## config.mk

```make
export PLATFORM = sky130hd
export DESIGN_NAME = bsd_top
export DESIGN_NICKNAME = d
export VERILOG_FILES = /design/src/logic/bsd_pkg.sv /design/src/logic/bsd_top.sv
export VERILOG_INCLUDE_DIRS = /design/src /design/src/logic
export SDC_FILE = /design/constraint.sdc
export NUM_CORES = 1
export LEC_CHECK = 0
export ABC_AREA = 0
export BUFFER_PORTS_ARGS = -buffer_cell sky130_fd_sc_hd__buf_2
export CELL_PAD_IN_SITES_DETAIL_PLACEMENT = 0
export CELL_PAD_IN_SITES_GLOBAL_PLACEMENT = 1
export CORE_ASPECT_RATIO = 1.4
export CORE_MARGIN = 2
export CORE_UTILIZATION = 41
export DETAILED_ROUTE_END_ITERATION = 7
export PLACE_DENSITY = 0.8
export SKIP_CTS_REPAIR_TIMING = 1
export SLEW_MARGIN = 40
export SYNTH_ARGS = -nofsm -noshare
export SYNTH_HDL_FRONTEND = slang
export SYNTH_SLANG_ARGS = --single-unit
```

## constraint.sdc

```tcl
create_clock -name sys_clk -period 26.2 [get_ports sys_clk]
set_input_delay 5.24 -clock sys_clk [delete_from_list [all_inputs] [get_ports sys_clk]]
set_output_delay 5.24 -clock sys_clk [all_outputs]
set_load 0.01 [all_outputs]
```

## src/logic/bsd_cfg.svh

```systemverilog
`ifndef BSD_CFG_SVH
`define BSD_CFG_SVH
`define BSD_CHAIN_LEN 186
`define BSD_PIN_CNT 62
`define BSD_IR_LEN 4
`define BSD_IR_EXTEST 4'h0
`define BSD_IR_SAMPLE 4'h1
`define BSD_IR_SCAN_N 4'h2
`define BSD_IR_INTEST 4'hC
`define BSD_IR_IDCODE 4'hE
`define BSD_IR_BYPASS 4'hF
`define BSD_IR_CAPTURE 4'h1
`define BSD_CHAIN_SEL_LEN 4
`define BSD_STRAP_WAIT 2'h2
// Arbitrary neutral identity values
`define BSD_PROC_ID 32'h1234_5671
`define BSD_CHIP_ID 32'h0BAD_0001
`endif

```

## src/logic/bsd_pkg.sv

```systemverilog
package bsd_pkg;
  typedef enum logic [15:0] {
    TLR = 16'h0001, RTI = 16'h0002, SDS = 16'h0004, CDR = 16'h0008,
    SDR = 16'h0010, E1D = 16'h0020, PDR = 16'h0040, E2D = 16'h0080,
    UDR = 16'h0100, SIS = 16'h0200, CIR = 16'h0400, SIR = 16'h0800,
    E1I = 16'h1000, PIR = 16'h2000, E2I = 16'h4000, UIR = 16'h8000
  } bsd_tap_t;
  typedef struct packed {
    logic [3:0] chain_sel;
    logic capture;
    logic shift;
    logic update;
    logic tdi;
  } bsd_emu_t;
endpackage : bsd_pkg

```

## src/logic/bsd_top.sv

```systemverilog
`timescale 1ns/1ps
`include "bsd_cfg.svh"
// Behaviour
// - A low scan select routes the test port to the emulation logic.
// - A high scan select routes the test port to boundary scan.
// - The selection is taken only at chip reset and never while running.
// - Boundary scan offers the sample, external test and bypass orders.
// - Emulation mode returns a private processor identity value.
// - The pin scan register is exactly 186 cells long.
// - Each two-way pin owns three cells: input, output and direction.
// - During external test the output cell value drives the pad.
// - The input cell samples the pad level at capture.
// - The direction cell chooses between driving the pad and input.
// - Cells count down in threes from 185, input cell highest.
// - Three processor chains are reachable in emulation mode.
// - In halt state a store multiple may be inserted for export.
// - Channel transmit and receive activity raise interrupts.
// - A 32-bit read-only identity register reports the product.
module bsd_top (
  input wire logic sys_clk,
  input wire logic rst,
  input wire logic tck,
  input wire logic tms,
  input wire logic tdi,
  output logic tdo,
  output logic tdo_oe,
  input wire logic scan_port_select,
  input wire logic factory_mode_pin,
  output logic factory_mode_err,
  output logic bscan_mode,
  input wire logic [`BSD_PIN_CNT-1:0] pad_in,
  output logic [`BSD_PIN_CNT-1:0] pad_out,
  output logic [`BSD_PIN_CNT-1:0] pad_oe,
  input wire logic [`BSD_PIN_CNT-1:0] core_out,
  input wire logic [`BSD_PIN_CNT-1:0] core_oe,
  output logic [`BSD_PIN_CNT-1:0] core_in,
  input wire logic [2:0] emu_tdo_in,
  input wire logic halt_debug,
  output bsd_pkg::bsd_emu_t emu,
  output logic store_multiple_insert,
  input wire logic debug_channel_tx_flag,
  input wire logic debug_channel_rx_flag,
  output logic comm_tx_irq,
  output logic comm_rx_irq,
  output logic [31:0] chip_id
);
  import bsd_pkg::*;

  localparam int N = `BSD_CHAIN_LEN;
  localparam int P = `BSD_PIN_CNT;

  logic [2:0] tck_s;
  logic tms_s1, tms_s2, tdi_s1, tdi_s2;
  logic [P-1:0] pad_s1, pad_s2;
  logic sel_s1, sel_s2, fm_s1, fm_s2;
  logic [1:0] strap_cnt_reg;
  logic sel_done_reg;
  bsd_tap_t state_reg, state_next;
  logic [3:0] ir_reg, ir_sh_reg;
  logic [N-1:0] bsr_sh_reg, bsr_upd_reg;
  logic [31:0] id_sh_reg;
  logic [3:0] csel_sh_reg;
  logic byp_reg;
  logic extest_reg;

  wire tck_rise = tck_s[1] & ~tck_s[2];
  wire tck_fall = ~tck_s[1] & tck_s[2];
  wire run = sel_done_reg;
  wire in_cdr = state_reg == CDR;
  wire in_sdr = state_reg == SDR;
  wire in_udr = state_reg == UDR;
  wire in_sir = state_reg == SIR;
  // Modes decoded per selected port
  wire is_ext = bscan_mode && ir_reg == `BSD_IR_EXTEST;
  wire is_smp = bscan_mode && ir_reg == `BSD_IR_SAMPLE;
  wire bsr_sel = is_ext || is_smp;
  wire id_sel = !bscan_mode && ir_reg == `BSD_IR_IDCODE;
  wire csel_sel = !bscan_mode && ir_reg == `BSD_IR_SCAN_N;
  wire chain_sel = !bscan_mode && ir_reg == `BSD_IR_INTEST;
  wire chain_tdo = emu.chain_sel < 4'h3 ? emu_tdo_in[emu.chain_sel[1:0]]
                                        : 1'b0;
  wire dr_lsb = bsr_sel ? bsr_sh_reg[0] : id_sel ? id_sh_reg[0] :
                csel_sel ? csel_sh_reg[0] : chain_sel ? chain_tdo : byp_reg;
  wire tdo_src = in_sir ? ir_sh_reg[0] : dr_lsb;

  logic [P-1:0] cell_out, cell_ctl, pad_cap;
  genvar g;
  generate
    for (g = 0; g < P; g++) begin : gen_pin
      assign cell_out[g] = bsr_upd_reg[N-2-3*g];
      assign cell_ctl[g] = bsr_upd_reg[N-3-3*g];
      assign pad_cap[g] = pad_s2[g];
    end
  endgenerate

  function automatic logic [N-1:0] capture_pins(
    input logic [P-1:0] pi, input logic [N-1:0] upd);
    logic [N-1:0] v;
    v = upd;
    for (int k = 0; k < P; k++) begin
      v[N-1-3*k] = pi[k];
    end
    return v;
  endfunction : capture_pins

  always_comb begin
    unique case (state_reg)
      TLR: state_next = tms_s2 ? TLR : RTI;
      RTI: state_next = tms_s2 ? SDS : RTI;
      SDS: state_next = tms_s2 ? SIS : CDR;
      CDR: state_next = tms_s2 ? E1D : SDR;
      SDR: state_next = tms_s2 ? E1D : SDR;
      E1D: state_next = tms_s2 ? UDR : PDR;
      PDR: state_next = tms_s2 ? E2D : PDR;
      E2D: state_next = tms_s2 ? UDR : SDR;
      UDR: state_next = tms_s2 ? SDS : RTI;
      SIS: state_next = tms_s2 ? TLR : CIR;
      CIR: state_next = tms_s2 ? E1I : SIR;
      SIR: state_next = tms_s2 ? E1I : SIR;
      E1I: state_next = tms_s2 ? UIR : PIR;
      PIR: state_next = tms_s2 ? E2I : PIR;
      E2I: state_next = tms_s2 ? UIR : SIR;
      UIR: state_next = tms_s2 ? SDS : RTI;
      default: state_next = TLR;
    endcase
  end

  // Pin level inputs cross two flops first
  always_ff @(posedge sys_clk or posedge rst) begin
    if (rst) begin
      tck_s <= 3'h0;
      {tms_s1, tms_s2, tdi_s1, tdi_s2} <= 4'h0;
      {sel_s1, sel_s2, fm_s1, fm_s2} <= 4'h0;
      pad_s1 <= '0;
      pad_s2 <= '0;
    end else begin
      tck_s <= {tck_s[1:0], tck};
      {tms_s1, tms_s2} <= {tms, tms_s1};
      {tdi_s1, tdi_s2} <= {tdi, tdi_s1};
      {sel_s1, sel_s2} <= {scan_port_select, sel_s1};
      {fm_s1, fm_s2} <= {factory_mode_pin, fm_s1};
      pad_s1 <= pad_in;
      pad_s2 <= pad_s1;
    end
  end

  always_ff @(posedge sys_clk or posedge rst) begin
    if (rst) begin
      strap_cnt_reg <= 2'h0;
      sel_done_reg <= 1'b0;
      bscan_mode <= 1'b0;
    end else if (!sel_done_reg) begin
      strap_cnt_reg <= strap_cnt_reg + 2'h1;
      if (strap_cnt_reg == `BSD_STRAP_WAIT) begin
        bscan_mode <= sel_s2;
        sel_done_reg <= 1'b1;
      end
    end
  end

  always_ff @(posedge sys_clk or posedge rst) begin
    if (rst) begin
      state_reg <= TLR;
    end else if (run && tck_rise) begin
      state_reg <= state_next;
    end
  end

  always_ff @(posedge sys_clk or posedge rst) begin
    if (rst) begin
      ir_reg <= `BSD_IR_BYPASS;
      ir_sh_reg <= `BSD_IR_CAPTURE;
    end else if (run && tck_rise) begin
      if (state_reg == TLR) begin
        ir_reg <= bscan_mode ? `BSD_IR_BYPASS : `BSD_IR_IDCODE;
      end else if (state_reg == CIR) begin
        ir_sh_reg <= `BSD_IR_CAPTURE;
      end else if (in_sir) begin
        ir_sh_reg <= {tdi_s2, ir_sh_reg[3:1]};
      end else if (state_reg == UIR) begin
        ir_reg <= ir_sh_reg;
      end
    end
  end

  always_ff @(posedge sys_clk or posedge rst) begin
    if (rst) begin
      bsr_sh_reg <= '0;
      bsr_upd_reg <= '0;
      byp_reg <= 1'b0;
      extest_reg <= 1'b0;
    end else if (run && tck_rise) begin
      // Order acts from update-IR on, dropped when entering reset
      extest_reg <= bscan_mode && state_reg != TLR && state_next != TLR &&
                    (state_reg == UIR ? ir_sh_reg : ir_reg) == `BSD_IR_EXTEST;
      if (in_cdr) begin
        byp_reg <= 1'b0;
        if (bsr_sel) bsr_sh_reg <= capture_pins(pad_cap, bsr_upd_reg);
      end else if (in_sdr) begin
        byp_reg <= tdi_s2;
        if (bsr_sel) bsr_sh_reg <= {tdi_s2, bsr_sh_reg[N-1:1]};
      end else if (in_udr && bsr_sel) begin
        bsr_upd_reg <= bsr_sh_reg;
      end
    end
  end

  always_ff @(posedge sys_clk or posedge rst) begin
    if (rst) begin
      id_sh_reg <= '0;
      csel_sh_reg <= 4'h0;
      emu <= '0;
      store_multiple_insert <= 1'b0;
    end else begin
      emu.capture <= run && tck_rise && in_cdr && chain_sel;
      emu.shift <= run && tck_rise && in_sdr && chain_sel;
      emu.update <= run && tck_rise && in_udr && chain_sel;
      emu.tdi <= tdi_s2;
      store_multiple_insert <= run && tck_rise && in_udr && chain_sel &&
                               halt_debug && emu.chain_sel == 4'h1;
      if (run && tck_rise) begin
        if (in_cdr) begin
          id_sh_reg <= `BSD_PROC_ID;
          csel_sh_reg <= emu.chain_sel;
        end else if (in_sdr) begin
          id_sh_reg <= {tdi_s2, id_sh_reg[31:1]};
          csel_sh_reg <= {tdi_s2, csel_sh_reg[3:1]};
        end else if (in_udr && csel_sel) begin
          emu.chain_sel <= csel_sh_reg;
        end
      end
    end
  end

  always_ff @(posedge sys_clk or posedge rst) begin
    if (rst) begin
      tdo <= 1'b0;
      tdo_oe <= 1'b0;
    end else if (run && tck_fall) begin
      tdo <= tdo_src;
      tdo_oe <= in_sdr || in_sir;
    end
  end

  // cells drive pads in external test
  always_ff @(posedge sys_clk or posedge rst) begin
    if (rst) begin
      pad_out <= '0;
      pad_oe <= '0;
      core_in <= '0;
    end else begin
      pad_out <= extest_reg ? cell_out : core_out;
      pad_oe <= extest_reg ? cell_ctl : core_oe;
      core_in <= pad_s2;
    end
  end

  always_ff @(posedge sys_clk or posedge rst) begin
    if (rst) begin
      comm_tx_irq <= 1'b0;
      comm_rx_irq <= 1'b0;
      chip_id <= 32'h0000_0000;
      factory_mode_err <= 1'b0;
    end else begin
      comm_tx_irq <= debug_channel_tx_flag;
      comm_rx_irq <= debug_channel_rx_flag;
      chip_id <= `BSD_CHIP_ID;
      factory_mode_err <= fm_s2;
    end
  end
endmodule : bsd_top

```

# Word-level counts from Yosys, hierarchy flattened
# Index checks and enable logic that the tools add are counted.
# W data, S select, Z words.
dict set report totals {
  ff_bits 773
  input_bits 199
  output_inout_bits 233
  wordCells 154
}
dict set report classes {
  addsub 1
  order_cmp 2
  n_eq_ne 26
  n_mux 42
  bitwise 8
  n_reduce_logical 37
}
# op count
set ops {}
lappend ops {{$mux W186} 4}
lappend ops {{$pmux W16 S12} 1}
lappend ops {{$mux W62} 2}
lappend ops {{$mux W32} 2}
lappend ops {{$mux W16} 2}
lappend ops {{$mux W4} 8}
lappend ops {{$ne A16 B1 Y1 const B} 2}
lappend ops {{$logic_and A1 B1 Y1} 20}
lappend ops {{$mux W9} 2}
lappend ops {{$eq A16 B1 Y1 const B} 1}
lappend ops {{$eq A16 B10 Y1 const B} 1}
lappend ops {{$eq A16 B11 Y1 const B} 1}
lappend ops {{$eq A16 B12 Y1 const B} 1}
lappend ops {{$eq A16 B13 Y1 const B} 1}
lappend ops {{$eq A16 B14 Y1 const B} 1}
lappend ops {{$eq A16 B15 Y1 const B} 1}
lappend ops {{$eq A16 B16 Y1 const B} 1}
lappend ops {{$eq A16 B2 Y1 const B} 1}
lappend ops {{$eq A16 B3 Y1 const B} 1}
lappend ops {{$eq A16 B4 Y1 const B} 1}
lappend ops {{$eq A16 B5 Y1 const B} 1}
lappend ops {{$eq A16 B6 Y1 const B} 1}
lappend ops {{$eq A16 B7 Y1 const B} 1}
lappend ops {{$eq A16 B8 Y1 const B} 1}
lappend ops {{31 further kinds} 58}

# Depth between registers and ports, before layout
dict set report depth {
  ltp_word 8
  ltp_mapped 9
  mapped_depth_nobuf 6
}

# Least setup slack after synthesis
# Ideal clock, no wire load.
dict set report synth_timing {
  kind {input to register}
  start {input emu_tdo_in[1]}
  end {register tdo}
  setup_ps 95
  arrival_time_ps 5846
  required_ps 26105
  setup_slack_ps 20259
  stages 6
  n_path_buf 0
  cell_sequence {mux2i_1 > o21ai_0 > a21oi_1 > a21oi_1 > nor2_1 > o31ai_1}
}
dict set report synth_between {
  elab_chain_cells 8
}
# element line
set synth_lines {}
lappend synth_lines {{start: declaration} bsd_top.sv:37} ;# input wire logic [2:0] emu_tdo_in,
lappend synth_lines {{$bmux W1 S2} bsd_top.sv:80} ;# wire chain_tdo = emu.chain_sel < 4'h3 ? emu_tdo_in[emu.chain_sel[1:0]]
lappend synth_lines {{$mux W1 (not written as such)} bsd_top.sv:80}
lappend synth_lines {{$mux W1} bsd_top.sv:80}
lappend synth_lines {{$mux W1 (2 in a row)} bsd_top.sv:83} ;# csel_sel ? csel_sh_reg[0] : chain_sel ? chain_tdo : byp_reg;
lappend synth_lines {{$mux W1 (2 in a row)} bsd_top.sv:82} ;# wire dr_lsb = bsr_sel ? bsr_sh_reg[0] : id_sel ? id_sh_reg[0] :
lappend synth_lines {{$mux W1} bsd_top.sv:84} ;# wire tdo_src = in_sir ? ir_sh_reg[0] : dr_lsb;
lappend synth_lines {{end signal: assignment} bsd_top.sv:240} ;# tdo <= tdo_src;
lappend synth_lines {{end: declaration} bsd_top.sv:25} ;# output logic tdo,
# No other way between the ends. The select of a mux whose other input is x is not followed.
# A chain may end at the register's enable or synchronous reset.

==> results.txt <==
In the synthesized netlist, mux cells make up between 10% and 20% of the area. For this design the static power due to leakage is 14.5 nW. The data arrival time of the critical path came out at just under 8 ns. The detailed-routing iteration count for the pre-antenna-repair pass came out at 5. The critical path capture point type is an asynchronous set/reset pin.

The ratio of cells with drive above 1 in the final layout is between 20 and 30%. The post-synth design cell area is 26,700 sq um. By area the synthesized netlist is led by sky130_fd_sc_hd__dfrtp_1 (66%), sky130_fd_sc_hd__mux2_2 (8.1%), sky130_fd_sc_hd__nand2_1 (6.5%). The initial standard-cell utilization of the core came out at between 40% and 50%. The most common cell in the synthesized netlist is sky130_fd_sc_hd__dfrtp_1. The number of warning messages in the yosys log is 0. The count of state elements after synthesis came out at between 700 and 800. The complex-gate fraction of the synthesized area is 6.10%.

The cell chosen for the clock root is sky130_fd_sc_hd__clkbuf_16. Setup repair after global routing left no endpoint under its margin. The share of synthesized cell area in and, or, nand and nor gates is ~12%. The overflow left after global routing is 0. The initial antenna violation count is 5.

The classification of the worst setup path is in -> async. The flip-flop count of the largest register, all copies and words added came out at ~190. Clock-pin slew was measured on the worst setup and hold paths at approximately 0.060 ns.

TritonCTS built the clock tree. The flow ran to the end, and the final reports show no timing, DRC or antenna violations. The worst-case clock buffer depth is 3. The clock insertion delay at the later pin of the skew report is 0.62 ns.

Headroom to the max-slew limit came out at between 40% and 50%. During placement, the flow inserted port buffers numbering between 400 and 500. After synthesis, the most frequently instantiated cells are sky130_fd_sc_hd__dfrtp_1 (705), sky130_fd_sc_hd__nand2_1 (464), sky130_fd_sc_hd__nor2_1 (220). The share of the synthesized netlist area taken by xor and xnor gates is less than 1%.

The mean number of vias per cell is roughly 5.1. Hold timing on the final database bottoms out at a slack of between 0.3 and 0.4 ns. The final critical path time including I/O delays and setup came out at a little over 7 ns. The DRC violation count after routing came out at 0. The sequential cell area fraction in the yosys report is between 60% and 70%.

The die covers roughly 67,000 sq um. The worst clock skew is 0.0206 ns. The standard cell core area came out at between 60,000 and 70,000 sq um.

The chip height came out at 306 microns. The total via count after detailed routing came out at about 17,000. In this run the horizontal extent of the chip is between 200 and 250 microns. The clock sink count came out at about 710.

The average cell area after synthesis came out at ~12 sq um. The final number of setup-violating endpoints is 0. The tool flagged a number of max-cap violations equal to 0. The adder-cell area share of the yosys netlist came out at 0.0468%.

In the synthesized netlist the dominant register cell turns out to be sky130_fd_sc_hd__dfrtp_1. The total number of nets in the final design came out at about 2,700. After technology mapping, the gate count stands at 2,185. After legalization and detailed placement, the total HPWL measured 38,400 microns.

The final cycle utilization of the critical path came out at between 20% and 30%. The proportion of register bits with asynchronous set or reset after synthesis is between 90% and 100%. The total cell area at the placement stage came out at a little under 30,000 sq um.

The total routed wirelength came out at about 60,000 microns. The pin slew with the least headroom to its limit is approximately 0.8 ns. Pin placement for this block handled ~430 I/O pins. The fraction of post-synthesis cell area in the top cell type by area came out at roughly two thirds. The worst path required time came out at approximately 27 ns. In the final timing run, aggregate negative setup slack is 0 ns. STA classifies the critical path startpoint as an input pin. Counting flops with a built-in enable in the synthesized netlist gives 0.

The class of the most critical hold timing path is reg -> reg. The sum of internal, switching and leakage power came out at 2.26 mW. The overall fraction of global-route tracks in use is around 18%. Of all cell types, the one taking the most synthesized area is sky130_fd_sc_hd__dfrtp_1. The number of global-route vias before repair came to 18,002. In this run the remaining antenna-violating nets after routing total 0. The fmax is ~140 MHz.

The signed area change from the synthesized netlist to the final layout came out at 17.6%. By area, the combinational part of the netlist is dominated by simple AND/OR/NAND/NOR gates. In this run, the number of DRC markers left after iteration 0 of detailed routing was approximately 1,300. In this run the number of H-tree levels came out at 3. The maximum number of pins on one net before global-route repair is approximately 140. In this run the core area contains 110 standard-cell rows.

The power per standard cell area is ~72 nW/um^2. The number of distinct library cells after synthesis is 63. The number of buffers inserted during clock tree synthesis came out at 69. The first global-routing pass estimated roughly 95,000 microns of wire. The cell area after layout is about 31,000 sq um. In this run the worst path has a maximum fanout of around 140. The final number of max-transition violations was 0.

The peak supply drop is 70.8 uV. The final weighted congestion of routability-driven global placement is slightly below 0.8. Dividing the detail-routed wire length by the instance count gives approximately 18 microns.

The number of hold violations in the final report came to 0.
through the flow:
stage | instances | util, % | setup slack [ns]
floorplan | 2207 | - | 1.03
global placement | 3306 | 45.1 | 17.27
detailed placement | 3307 | 45.2 | 18.23
CTS | 3432 | 48.8 | 18.92
global route | 3435 | 48.8 | 18.59
finish | 3435 | 48.8 | 19.00
layout make-up:
| class | count | area [sq um] |
|---|---|---|
| inverters | 6 | 35.0 |
| clock buffers | 92 | 1920 |
| well taps | 840 | 1050 |
| diodes | 3 | 7.51 |
| fillers | 5742 | 33000 |
| repair buffers | 429 | 2290 |
| flip-flops and latches | 711 | 17800 |
| clock inverters | 33 | 394 |
| multi-input cells | 1321 | 7940 |
routing by layer:
layer	wire [microns]	global-route usage, %	vias to the layer above	part of all wire, %
met5	0	0	-	0
met4	2100	8.13	0	3.5
met3	2500	2.74	103	4.1
met2	30800	30.6	413	51
met1	25100	22.2	8816	41
li1	-	-	8061	-
worst max-delay path: stages:
cell and delay [ns]:
sky130_fd_sc_hd__buf_2 0.15, sky130_fd_sc_hd__inv_12 0.45, sky130_fd_sc_hd__buf_6 0.64, sky130_fd_sc_hd__buf_12 0.48, sky130_fd_sc_hd__clkbuf_8 0.67
logic make-up (layout without fill, tap and decap cells):
group	count (synthesis)	in the layout
adders and majority gates	1	1
other	2	27
xor gates and xnor gates	8	8
muxes	257	257
and+or+nand+nor	771	771
buffers and inverters	175	560
AOI/OAI and AO/OA	260	260
DFF	711	711
path summary, 6_finish.rpt:
| kind | start | slack, ns | to | cells after the start |
|---|---|---|---|---|
| worst min-delay path | pad_s1[31]$_DFF_PP0_ | 0.35 | pad_cap[31]$_DFF_PP0_ | 0 |
| worst max register to register | state_reg[1]$_DFFE_PP0P_ | 22.15 | bsr_sh_reg[148]$_DFFE_PP0P_ | 9 |
| max in group sys_clk | bscan_mode$_DFFE_PP0P_ | 19.70 | bscan_mode | 1 |
| worst min register to register | pad_s1[31]$_DFF_PP0_ | 0.35 | pad_cap[31]$_DFF_PP0_ | 0 |
| worst max-delay path | rst | 19.00 | pad_oe[18]$_DFF_PP0_ | 5 |
| min in group asynchronous | rst | 4.76 | bsr_sh_reg[23]$_DFFE_PP0P_ | 2 |
power by group:
part	switching, mW	internal, mW	leakage [nW]
clock network	0.433	0.574	1.12
logic	0.0661	0.0432	4.30
registers	0.0166	1.13	9.13
cell usage in the layout, fill, tap and decap left out, drive strengths merged, types with 24 or more instances in the layout:
master / synthesis / final
a31oi: 195 / 195
buf: 115 / 427
clkbuf: 54 / 94
conb: 2 / 24
dfrtp: 705 / 705
mux2: 253 / 253
nand2: 465 / 465
nand3: 27 / 27
nor2: 224 / 224
o21ai: 31 / 31
(Power assumes the default switching activity.)
